**src/rtl/csb_defines.svh**
```systemverilog
`ifndef CSB_DEFINES_SVH
`define CSB_DEFINES_SVH

// register byte offsets
`define CSB_OFF_BUF_SIZE 12'h060
`define CSB_OFF_SND_RX_BASE 12'h064
`define CSB_OFF_SND_TX_BASE 12'h068
`define CSB_OFF_TEL_RX_BASE 12'h06c
`define CSB_OFF_TEL_TX_BASE 12'h070
`define CSB_OFF_CONTROL 12'h074
`define CSB_OFF_IRQ_STATUS 12'h080
`define CSB_OFF_IRQ_MASK 12'h084

// field positions in the buffer size register
`define CSB_SND_SIZE_HI 29
`define CSB_SND_SIZE_LO 18
`define CSB_TEL_SIZE_HI 13
`define CSB_TEL_SIZE_LO 2

// start address field
`define CSB_BASE_HI 31
`define CSB_BASE_LO 2

// control register bit positions
`define CSB_CTRL_CODEC_IRQ 31
`define CSB_CTRL_CNT_TEST 30
`define CSB_CTRL_XFER_TEST 29
`define CSB_CTRL_SEL_TEL 7
`define CSB_CTRL_SEL_SND 6
`define CSB_CTRL_ENABLE 0

// event bit positions in status and mask
`define CSB_EV_SND_RISE 0
`define CSB_EV_SND_FALL 1
`define CSB_EV_TEL_RISE 2
`define CSB_EV_TEL_FALL 3
`define CSB_EV_SND_WORD 4
`define CSB_EV_TEL_WORD 5
`define CSB_EV_SF0_START 6
`define CSB_EV_SF1_START 7
`define CSB_EV_IRQ_RISE 8
`define CSB_EV_IRQ_FALL 9

// reset values
`define CSB_CTRL_RESET 31'h0000_0000
`define CSB_SIZE_RESET 12'h000
`define CSB_BASE_RESET 30'h0000_0000
`define CSB_EV_RESET 10'h000

`endif

```
**src/rtl/csb_pkg.sv**
```systemverilog
package csb_pkg;

   // one register bus request, all signals of a cycle
   typedef struct packed {
      logic [11:0] addr;
      logic [31:0] wdata;
      logic wr;
      logic rd;
   } csb_bus_req_t;

   // frame level indications from the serial framer, same clock
   typedef struct packed {
      logic sound_valid_sf0;
      logic sound_valid_sf1;
      logic telecom_valid_sf0;
      logic telecom_valid_sf1;
      logic sound_word_ready;
      logic telecom_word_ready;
      logic subframe0_start;
      logic subframe1_start;
   } csb_frame_ev_t;

   // buffer geometry handed to the transfer engines
   typedef struct packed {
      logic [11:0] sound_buffer_size;
      logic [11:0] telecom_buffer_size;
      logic [29:0] sound_rx_base;
      logic [29:0] sound_tx_base;
      logic [29:0] telecom_rx_base;
      logic [29:0] telecom_tx_base;
      logic [29:0] sound_rx_last;
      logic [29:0] sound_tx_last;
      logic [29:0] telecom_rx_last;
      logic [29:0] telecom_tx_last;
   } csb_dma_cfg_t;

   // complete state of the top module
   typedef struct packed {
      logic pin_meta;
      logic pin_sync;
      logic pin_prev;
      logic snd_valid;
      logic tel_valid;
      logic [30:0] ctrl;
      logic [9:0] status;
      logic [9:0] mask;
      logic irq;
      logic [31:0] rdata;
      csb_dma_cfg_t cfg;
   } csb_state_t;

endpackage

```
**src/rtl/csb_top.sv**
```systemverilog
`timescale 1ns/1ps
`default_nettype none
`include "csb_defines.svh"

// Summary of operation
// RL1 - interrupt on each sound valid flag edge
// RL2 - interrupt on each telecom valid flag edge
// RL3 - interrupt when sound word is ready
// RL4 - interrupt when telecom word is ready
// RL5 - interrupt at start of subframe 0
// RL6 - interrupt at start of subframe 1
// RL7 - interrupt on each codec interrupt pin edge
// RL8 - sound size from bits 29 to 18
// RL9 - sound last word is base plus size
// RL10 - telecom size from bits 13 to 2
// RL11 - telecom last word is base plus size
// RL12 - separate sound receive and transmit bases
// RL13 - separate telecom receive and transmit bases
// RL14 - control bit 31 reads codec pin level
// RL15 - software keeps both test bits cleared
// RL16 - sound select picks subframe 1 or 0
// RL17 - telecom select picks subframe 1 or 0
// RL18 - disable holds module reset, control kept
// RL19 - edges from consecutive samples, one-cycle pulses
module csb_top (
   input wire logic clk,
   input wire logic rst,
   input wire csb_pkg::csb_bus_req_t bus_req,
   output logic [31:0] rd_data,
   input wire csb_pkg::csb_frame_ev_t frame_ev,
   input wire logic codec_interrupt_input,
   output csb_pkg::csb_dma_cfg_t dma_cfg,
   output logic [30:0] control_out,
   output logic irq
);
   import csb_pkg::*;

   csb_state_t st_q;
   csb_state_t st_d;

   logic module_enable;
   logic sound_subframe_select;
   logic telecom_subframe_select;
   logic snd_flag;
   logic tel_flag;
   logic [9:0] ev;
   logic [9:0] w1c;

   // word address of the last buffer entry
   function automatic logic [29:0] last_addr(
      input logic [29:0] base,
      input logic [11:0] size
   );
      last_addr = base + {18'h0_0000, size};
   endfunction

   // register hit for a given offset
   function automatic logic hit(
      input logic [11:0] addr,
      input logic [11:0] off
   );
      hit = (addr == off);
   endfunction

   // control fields that steer the event logic
   assign module_enable = st_q.ctrl[`CSB_CTRL_ENABLE];
   assign sound_subframe_select = st_q.ctrl[`CSB_CTRL_SEL_SND];
   assign telecom_subframe_select = st_q.ctrl[`CSB_CTRL_SEL_TEL];

   // pick the valid flag of the selected subframe
   assign snd_flag = sound_subframe_select ? frame_ev.sound_valid_sf1 :
                     frame_ev.sound_valid_sf0; // RL16
   assign tel_flag = telecom_subframe_select ?
                     frame_ev.telecom_valid_sf1 :
                     frame_ev.telecom_valid_sf0; // RL17

   // edge and data events; the disabled module sees none
   always_comb begin
      ev = `CSB_EV_RESET;
      if (module_enable) begin
         ev[`CSB_EV_SND_RISE] = snd_flag & ~st_q.snd_valid; // RL1
         ev[`CSB_EV_SND_FALL] = ~snd_flag & st_q.snd_valid; // RL1
         ev[`CSB_EV_TEL_RISE] = tel_flag & ~st_q.tel_valid; // RL2
         ev[`CSB_EV_TEL_FALL] = ~tel_flag & st_q.tel_valid; // RL2
         ev[`CSB_EV_SND_WORD] = frame_ev.sound_word_ready; // RL3
         ev[`CSB_EV_TEL_WORD] = frame_ev.telecom_word_ready; // RL4
         ev[`CSB_EV_SF0_START] = frame_ev.subframe0_start; // RL5
         ev[`CSB_EV_SF1_START] = frame_ev.subframe1_start; // RL6
         ev[`CSB_EV_IRQ_RISE] = st_q.pin_sync & ~st_q.pin_prev; // RL7
         ev[`CSB_EV_IRQ_FALL] = ~st_q.pin_sync & st_q.pin_prev; // RL7
      end
   end

   // write-one-to-clear mask for the status register
   assign w1c = (bus_req.wr && hit(bus_req.addr, `CSB_OFF_IRQ_STATUS)) ?
                bus_req.wdata[9:0] : 10'h000;

   // next state of the whole block
   always_comb begin
      st_d = st_q;
      // two-stage synchroniser, only the second stage feeds logic
      st_d.pin_meta = codec_interrupt_input;
      st_d.pin_sync = st_q.pin_meta;
      // previous samples; held at their reset value while disabled,
      // like the status register and irq, so a level already high when
      // the module is switched on counts as a rising edge
      if (module_enable) begin
         st_d.pin_prev = st_q.pin_sync; // RL19
         st_d.snd_valid = snd_flag; // RL19
         st_d.tel_valid = tel_flag; // RL19
      end else begin
         st_d.pin_prev = 1'b0; // RL18
         st_d.snd_valid = 1'b0; // RL18
         st_d.tel_valid = 1'b0; // RL18
      end
      // register writes
      if (bus_req.wr) begin
         if (hit(bus_req.addr, `CSB_OFF_BUF_SIZE)) begin
            st_d.cfg.sound_buffer_size =
               bus_req.wdata[`CSB_SND_SIZE_HI:`CSB_SND_SIZE_LO]; // RL8
            st_d.cfg.telecom_buffer_size =
               bus_req.wdata[`CSB_TEL_SIZE_HI:`CSB_TEL_SIZE_LO]; // RL10
         end
         if (hit(bus_req.addr, `CSB_OFF_SND_RX_BASE)) begin
            st_d.cfg.sound_rx_base =
               bus_req.wdata[`CSB_BASE_HI:`CSB_BASE_LO]; // RL12
         end
         if (hit(bus_req.addr, `CSB_OFF_SND_TX_BASE)) begin
            st_d.cfg.sound_tx_base =
               bus_req.wdata[`CSB_BASE_HI:`CSB_BASE_LO]; // RL12
         end
         if (hit(bus_req.addr, `CSB_OFF_TEL_RX_BASE)) begin
            st_d.cfg.telecom_rx_base =
               bus_req.wdata[`CSB_BASE_HI:`CSB_BASE_LO]; // RL13
         end
         if (hit(bus_req.addr, `CSB_OFF_TEL_TX_BASE)) begin
            st_d.cfg.telecom_tx_base =
               bus_req.wdata[`CSB_BASE_HI:`CSB_BASE_LO]; // RL13
         end
         // bit 31 is the pin level and cannot be written
         if (hit(bus_req.addr, `CSB_OFF_CONTROL)) begin
            st_d.ctrl = bus_req.wdata[30:0]; // RL14
         end
         if (hit(bus_req.addr, `CSB_OFF_IRQ_MASK)) begin
            st_d.mask = bus_req.wdata[9:0];
         end
      end
      // last entries follow the stored base and size one cycle later
      st_d.cfg.sound_rx_last = last_addr(st_q.cfg.sound_rx_base,
         st_q.cfg.sound_buffer_size); // RL9
      st_d.cfg.sound_tx_last = last_addr(st_q.cfg.sound_tx_base,
         st_q.cfg.sound_buffer_size); // RL9
      st_d.cfg.telecom_rx_last = last_addr(st_q.cfg.telecom_rx_base,
         st_q.cfg.telecom_buffer_size); // RL11
      st_d.cfg.telecom_tx_last = last_addr(st_q.cfg.telecom_tx_base,
         st_q.cfg.telecom_buffer_size); // RL11
      // sticky status: a new event wins over a clear in the same cycle
      if (module_enable) begin
         st_d.status = (st_q.status & ~w1c) | ev;
      end else begin
         st_d.status = `CSB_EV_RESET; // RL18
      end
      st_d.irq = |(st_d.status & st_d.mask);
      // read data stands only in the cycle after the read strobe
      st_d.rdata = 32'h0000_0000;
      if (bus_req.rd) begin
         if (hit(bus_req.addr, `CSB_OFF_CONTROL)) begin
            st_d.rdata = {st_q.pin_sync, st_q.ctrl}; // RL14
         end else if (hit(bus_req.addr, `CSB_OFF_IRQ_STATUS)) begin
            st_d.rdata = {22'h00_0000, st_q.status};
         end else if (hit(bus_req.addr, `CSB_OFF_IRQ_MASK)) begin
            st_d.rdata = {22'h00_0000, st_q.mask};
         end
      end
   end

   // state register; base and size have no defined power-on value,
   // zero keeps simulation clean
   always_ff @(posedge clk) begin
      if (rst) begin
         st_q.pin_meta <= 1'b0;
         st_q.pin_sync <= 1'b0;
         st_q.pin_prev <= 1'b0;
         st_q.snd_valid <= 1'b0;
         st_q.tel_valid <= 1'b0;
         st_q.ctrl <= `CSB_CTRL_RESET; // RL15
         st_q.status <= `CSB_EV_RESET;
         st_q.mask <= `CSB_EV_RESET;
         st_q.irq <= 1'b0;
         st_q.rdata <= 32'h0000_0000;
         st_q.cfg.sound_buffer_size <= `CSB_SIZE_RESET;
         st_q.cfg.telecom_buffer_size <= `CSB_SIZE_RESET;
         st_q.cfg.sound_rx_base <= `CSB_BASE_RESET;
         st_q.cfg.sound_tx_base <= `CSB_BASE_RESET;
         st_q.cfg.telecom_rx_base <= `CSB_BASE_RESET;
         st_q.cfg.telecom_tx_base <= `CSB_BASE_RESET;
         st_q.cfg.sound_rx_last <= `CSB_BASE_RESET;
         st_q.cfg.sound_tx_last <= `CSB_BASE_RESET;
         st_q.cfg.telecom_rx_last <= `CSB_BASE_RESET;
         st_q.cfg.telecom_tx_last <= `CSB_BASE_RESET;
      end else begin
         st_q <= st_d;
      end
   end

   // outputs straight from flip-flops
   assign rd_data = st_q.rdata;
   assign dma_cfg = st_q.cfg;
   assign control_out = st_q.ctrl;
   assign irq = st_q.irq;
endmodule
`default_nettype wire
```
**config.mk**
```make
export PLATFORM = sky130hd
export DESIGN_NAME = csb_top
export DESIGN_NICKNAME = d
export VERILOG_FILES = /design/src/rtl/csb_pkg.sv /design/src/rtl/csb_top.sv
export VERILOG_INCLUDE_DIRS = /design/src /design/src/rtl
export SDC_FILE = /design/constraint.sdc
export NUM_CORES = 1
export LEC_CHECK = 0
export BUFFER_PORTS_ARGS = -buffer_cell sky130_fd_sc_hd__buf_4
export CAP_MARGIN = 10
export CORE_MARGIN = 2
export CORE_UTILIZATION = 35
export CTS_CLUSTER_DIAMETER = 50
export DETAILED_ROUTE_END_ITERATION = 10
export PLACE_DENSITY = 0.67
export SLEW_MARGIN = 20
export SYNTH_ARGS = -nofsm -noshare
export SYNTH_HDL_FRONTEND = slang
export SYNTH_SLANG_ARGS = --single-unit
export TNS_END_PERCENT = 100
```
**constraint.sdc**
```tcl
create_clock -name clk -period 2.6 [get_ports clk]
set_clock_uncertainty 0.05 [all_clocks]
set_input_delay 0.26 -clock clk [delete_from_list [all_inputs] [get_ports clk]]
set_output_delay 0.26 -clock clk [all_outputs]
set_load 0.03 [all_outputs]
```
### Word-level counts from Yosys, hierarchy flattened

Index checks and enable logic that the tools add are counted.

| operators by class | value |
|---|---|
| multiplexer cells | 10 |
| divide/modulo/power cells | 0 |
| reduce and logical (&&, ||, !) cells | 10 |
| multipliers | 0 |
| bitwise gates (word level) | 18 |
| add/sub/neg operators | 4 |
| shifts and indexed selects | 0 |
| equality and inequality tests | 8 |
| magnitude comparators | 0 |

Operators with widths:

| kind | count |
|---|---|
| adder 30 x 12 -> 30 bit | 4 |
| equality test 12 x 7 -> 1 bit (second input constant) | 6 |
| 2-to-1 mux 10 bit | 7 |
| 2-to-1 mux 32 bit | 1 |
| equality test 12 x 8 -> 1 bit (second input constant) | 2 |
| bitwise AND 10 bit | 2 |
| AND reduction 2 bit | 6 |
| inverter 10 bit | 1 |
| OR 10 bit | 1 |
| OR reduction 10 bit | 1 |
| inverter 1 bit | 8 |
| bitwise AND 1 bit | 6 |
| OR reduction 2 bit | 2 |
| 2-to-1 mux 1 bit | 2 |
| logical AND 1 bit | 1 |

| word-level totals | value |
|---|---|
| word-level logic and storage cells | 70 |
| bits in latches | 0 |
| memories | 0 |
| RAM bits | 0 |
| output and inout bits | 328 |
| register bits after elaboration | 353 |
| memory bits (read-only) | 0 |

### Depth between registers and ports, before layout

| logic depth | value |
|---|---|
| word-level depth | 9 |
| mapped depth | 10 |
| gate-level depth less buffers | 9 |

### Least setup slack after synthesis

No wires, ideal clock.

| timing path | value |
|---|---|
| path type | reg2reg |
| start point | register st_q, in the netlist dma_cfg[120] |
| end point | register st_q, in the netlist dma_cfg[12] |
| data arrival time | 2.286 ns |
| cell stages (with the launch flop) | 10 |
| slack | 0.136 ns |
| setup time | 0.128 ns |
| cell sequence | dfxtp_1 -> ha_1 -> fa_1 -> a21o_1 -> a21o_1 -> a211oi_1 -> o31ai_1 -> a21oi_1 -> xor2_1 -> nor2_1 |

| on the way | value |
|---|---|
| longest elaborated chain between the ends | 1 |

RTL lines:

| element | line | RTL |
|---|---|---|
| start, declared | csb_top.sv:38 | `csb_state_t st_q;` |
| start signal, assigned | csb_top.sv:202 | `st_q <= st_d;` |
| adder 30 x 12 -> 30 bit | csb_top.sv:54 | `last_addr = base + {18'h0_0000, size};` |

No other way between the ends.
A chain may end at the register's enable or synchronous reset.

### Worst setup path after layout

| timing path | value |
|---|---|
| start point | register st_q, in the netlist dma_cfg[252] |
| end point | register st_q, in the netlist dma_cfg[88] |

Same word-level chain as after synthesis.

==> impl_metrics.tcl <==
set metrics [dict create \
    status "finished, violations left" \
    violations "negative setup slack" \
    start_util 0.3558 \
    synth_area_leaders "dfxtp_1 42%, buf_4 15%, nand2_1 9.2%" \
    via_count 14260 \
    syn-cell-area_sq_um 17020 \
    place_congestion 0.8974 \
    power.internal_mw 9.185 \
    p_sw_frac 0.2338 \
    worst-path-buf-inv 3 \
    worstHoldStart "frame_ev[4]" \
    crit_chain "ha_4 -> fa_2 -> a21o_1 -> a21oi_2 -> o21a_1 -> o211ai_1 -> a21oi_2 -> buf_4 -> buf_6 -> buf_6 -> or3_1 -> a21oi_2" \
    finalMaxSlewViolations 0 \
    die_h_microns 224.5 \
    power_leakage_nw 8.591 \
    path_class "register to register" \
    fp.dieW_microns 224.5 \
    synth_ff_type "dfxtp_1" \
    arrival_ps 3090 \
    cp_top_family "compound AO/OA/AOI/OAI gates" \
    cts_tree "yes" \
    drt-initial-drc-count 882 \
    htree_num_levels 2 \
    cts_made_buffers 45 \
    setup_viol 3 \
    top_layer "met4" \
    worst-path-max-fanout 7 \
    drt-met1-wl_microns 22740 \
    area_growth_pct 20.70 \
    start_kind "register" \
    nNetsFinal 2294 \
    wl_met2_microns 26000 \
    fin_util 0.4294 \
    max_freq_mhz 379.6 \
    synth_cell_type_count 65 \
    overflow 0 \
    cpPeakStageDelay_ps 360 \
    post-dp-hpwl_microns 39070 \
    netlist.area_leader.share 0.4151 \
    clock-sinks 353 \
    synth-edff-count 0 \
    power_mw 11.99 \
    worst_pin_slew_ps 1147 \
    clk_path_buf_depth 3 \
    ys_ff_latch 353 \
    r2r_start "dma_cfg[252]$_SDFFE_PP0P_" \
    grt_pass1_wl_microns 80130 \
    crit_top_cell "a21oi_2" \
    maxCapViolCount 0 \
    placedCellCount 2701 \
    rows 80 \
    synthArstFlopShare 0 \
    instances_no_fill 2833 \
    dr_wl_met3_microns 3908 \
    drt.antenna.violating_nets 0 \
    clock_latency_ps 570 \
    yosysMostFrequentCell "nand2_1" \
    p_comb_frac 0.030 \
    seqPwrFrac 0.451 \
    viasPerCell 5.034 \
    period_share 1.013 \
    powerDensity_nw_per_um2 583.5 \
    wire_per_inst_microns 19.26 \
    coreArea_sq_um 47850 \
    grt_max_degree 90 \
    antenna_found_initial 0 \
    grt_pass1_vias 13560 \
    rsz0062_at_grt "yes" \
    yosysTopAreaCell "dfxtp_1" \
    syn_avg_cell_area_sq_um 8.259 \
    place_ws_ps -13.43 \
    required_ps 3050 \
    drcViolationCount 0 \
    drive_above_1_share 0.2683 \
    drt-total-wl_microns 54550 \
    dieArea_sq_um 50420 \
    dr.pass1.iters 6 \
    port_buffers 384 \
    n_antenna_cell 0 \
    ys_seq_area_frac 0.4151 \
    peakVddDrop_mv 0.4287 \
    fin_crit_ps 2634 \
    cp-startpoint "dma_cfg[252]$_SDFFE_PP0P_" \
    finalHoldViolCount 0 \
    clkPwrFrac 0.518 \
    synth_warnings 0 \
    cts_root_buf "clkbuf_16" \
    syn_inst 2061 \
    maxSlewHeadroom 0.2324 \
    slowest_stage "or3_1" \
    grtUsageTotal 0.2065 \
    clk_pin_slew_worst_paths_ps 60 \
    synthTopCellsByCount "415 x nand2_1, 353 x dfxtp_1, 334 x buf_4, 239 x a21oi_1, 142 x nor2_1" \
    hold_path_class "input port to register" \
    pin_count 385 \
    worstSetupEndpointType "register" \
    p_switching_mw 2.803 \
    syn_nets 2170 \
    final.setup.worst_slack_ps -34.38 \
]
logic make-up after synthesis:
group / share of synthesized area
flip-flops: 0.4151
multiplexers: 0.01235
AO/OA/AOI/OAI: 0.1270
AND/OR/NAND/NOR: 0.1993
buffers and inverters: 0.1712
XOR/XNOR: 0.03499
adder cells (fa/ha/maj): 0.03999
cell type report:
| class | count | area, sq um |
|---|---|---|
| fill | 4691 | 27300 |
| multi-input combinational | 1276 | 7207 |
| sequential | 353 | 7073 |
| timing repair buffer | 497 | 3968 |
| clock buffer | 54 | 1200 |
| tap | 615 | 769.5 |
| clock inverter | 26 | 284.0 |
| inverter | 12 | 45.04 |
registers in the layout, summed over array words and instances (netlist names):
register     cells
control_out     31
st_q            24
st_d             1
rd_data         32
dma_cfg        264
irq              1
stage by stage:
step,hold slack (ps),TNS (ps),cell area [sq um]
2_1_floorplan,325.7,0,17020
4_1_cts,39.33,0,20310
3_3_place_gp,380.1,-113.8,18420
5_1_grt,63.42,-310.1,20550
3_5_place_dp,393.8,-13.43,18420
6_report,70.03,-48.51,20550
cells in the final DEF (no fill, tap or decap), types with 7 or more instances in the layout:
cell,instances
clkinvlp_4,7
nor2_1,140
nand4_1,14
mux2i_1,12
xor2_1,28
buf_12,10
o21ai_0,42
xnor2_1,40
and2_1,24
ha_1,44
nor2b_1,28
a222oi_1,10
inv_1,12
and3_1,17
buf_4,442
a21oi_1,232
or3_1,19
dfxtp_1,348
clkbuf_16,45
nand2_1,415
dlygate4sd3_1,39
nor3b_1,7
nor3_1,19
nand2b_1,9
mux2_2,8
a21oi_2,10
o31ai_1,7
nand3_1,25
a21o_1,26
or4_1,11
metal layers:
layer / track usage / vias to the layer above
li1: - / 6801
met1: 0.2571 / 6798
met2: 0.3480 / 559
met3: 0.04637 / 104
met4: 0.07840 / 0
met5: 0 / -
worst min-delay path: stages:
cell and delay [ps]:
buf_4 80, mux2i_1 160, nor2_1 130
path summary, 6_finish.rpt:
| kind | endpoint | slack (ps) | cells past startpoint |
|---|---|---|---|
| max | dma_cfg[88]$_SDFF_PP0_ | -30 | 12 |
| min | st_q[348]$_SDFF_PP0_ | 70 | 3 |
| max reg2reg | dma_cfg[88]$_SDFF_PP0_ | -30 | 12 |
| min reg2reg | st_q[351]$_SDFF_PP0_ | 400 | 1 |
what timing repair did:
action / in CTS / in global routing
gates resized for setup: 4 / 41
hold buffers: 39 / 0
pin swaps: 1 / 22
cloned: 0 / 4
endpoints found under the hold margin: 182 / 0
buffers inserted: 0 / 9
setup endpoints to repair: 7 / 52
power by group through the flow:
stage	Sequential (mW)	Combinational, mW	Clock [mW]
after global routing	5.41	0.383	6.56
after CTS	5.41	0.364	6.35
after global placement	5.53	0.315	0
final	5.41	0.363	6.21
after detailed placement	5.53	0.316	0
after floorplan	5.53	0.106	0
No activity file was read; power rests on OpenSTA's default activity.
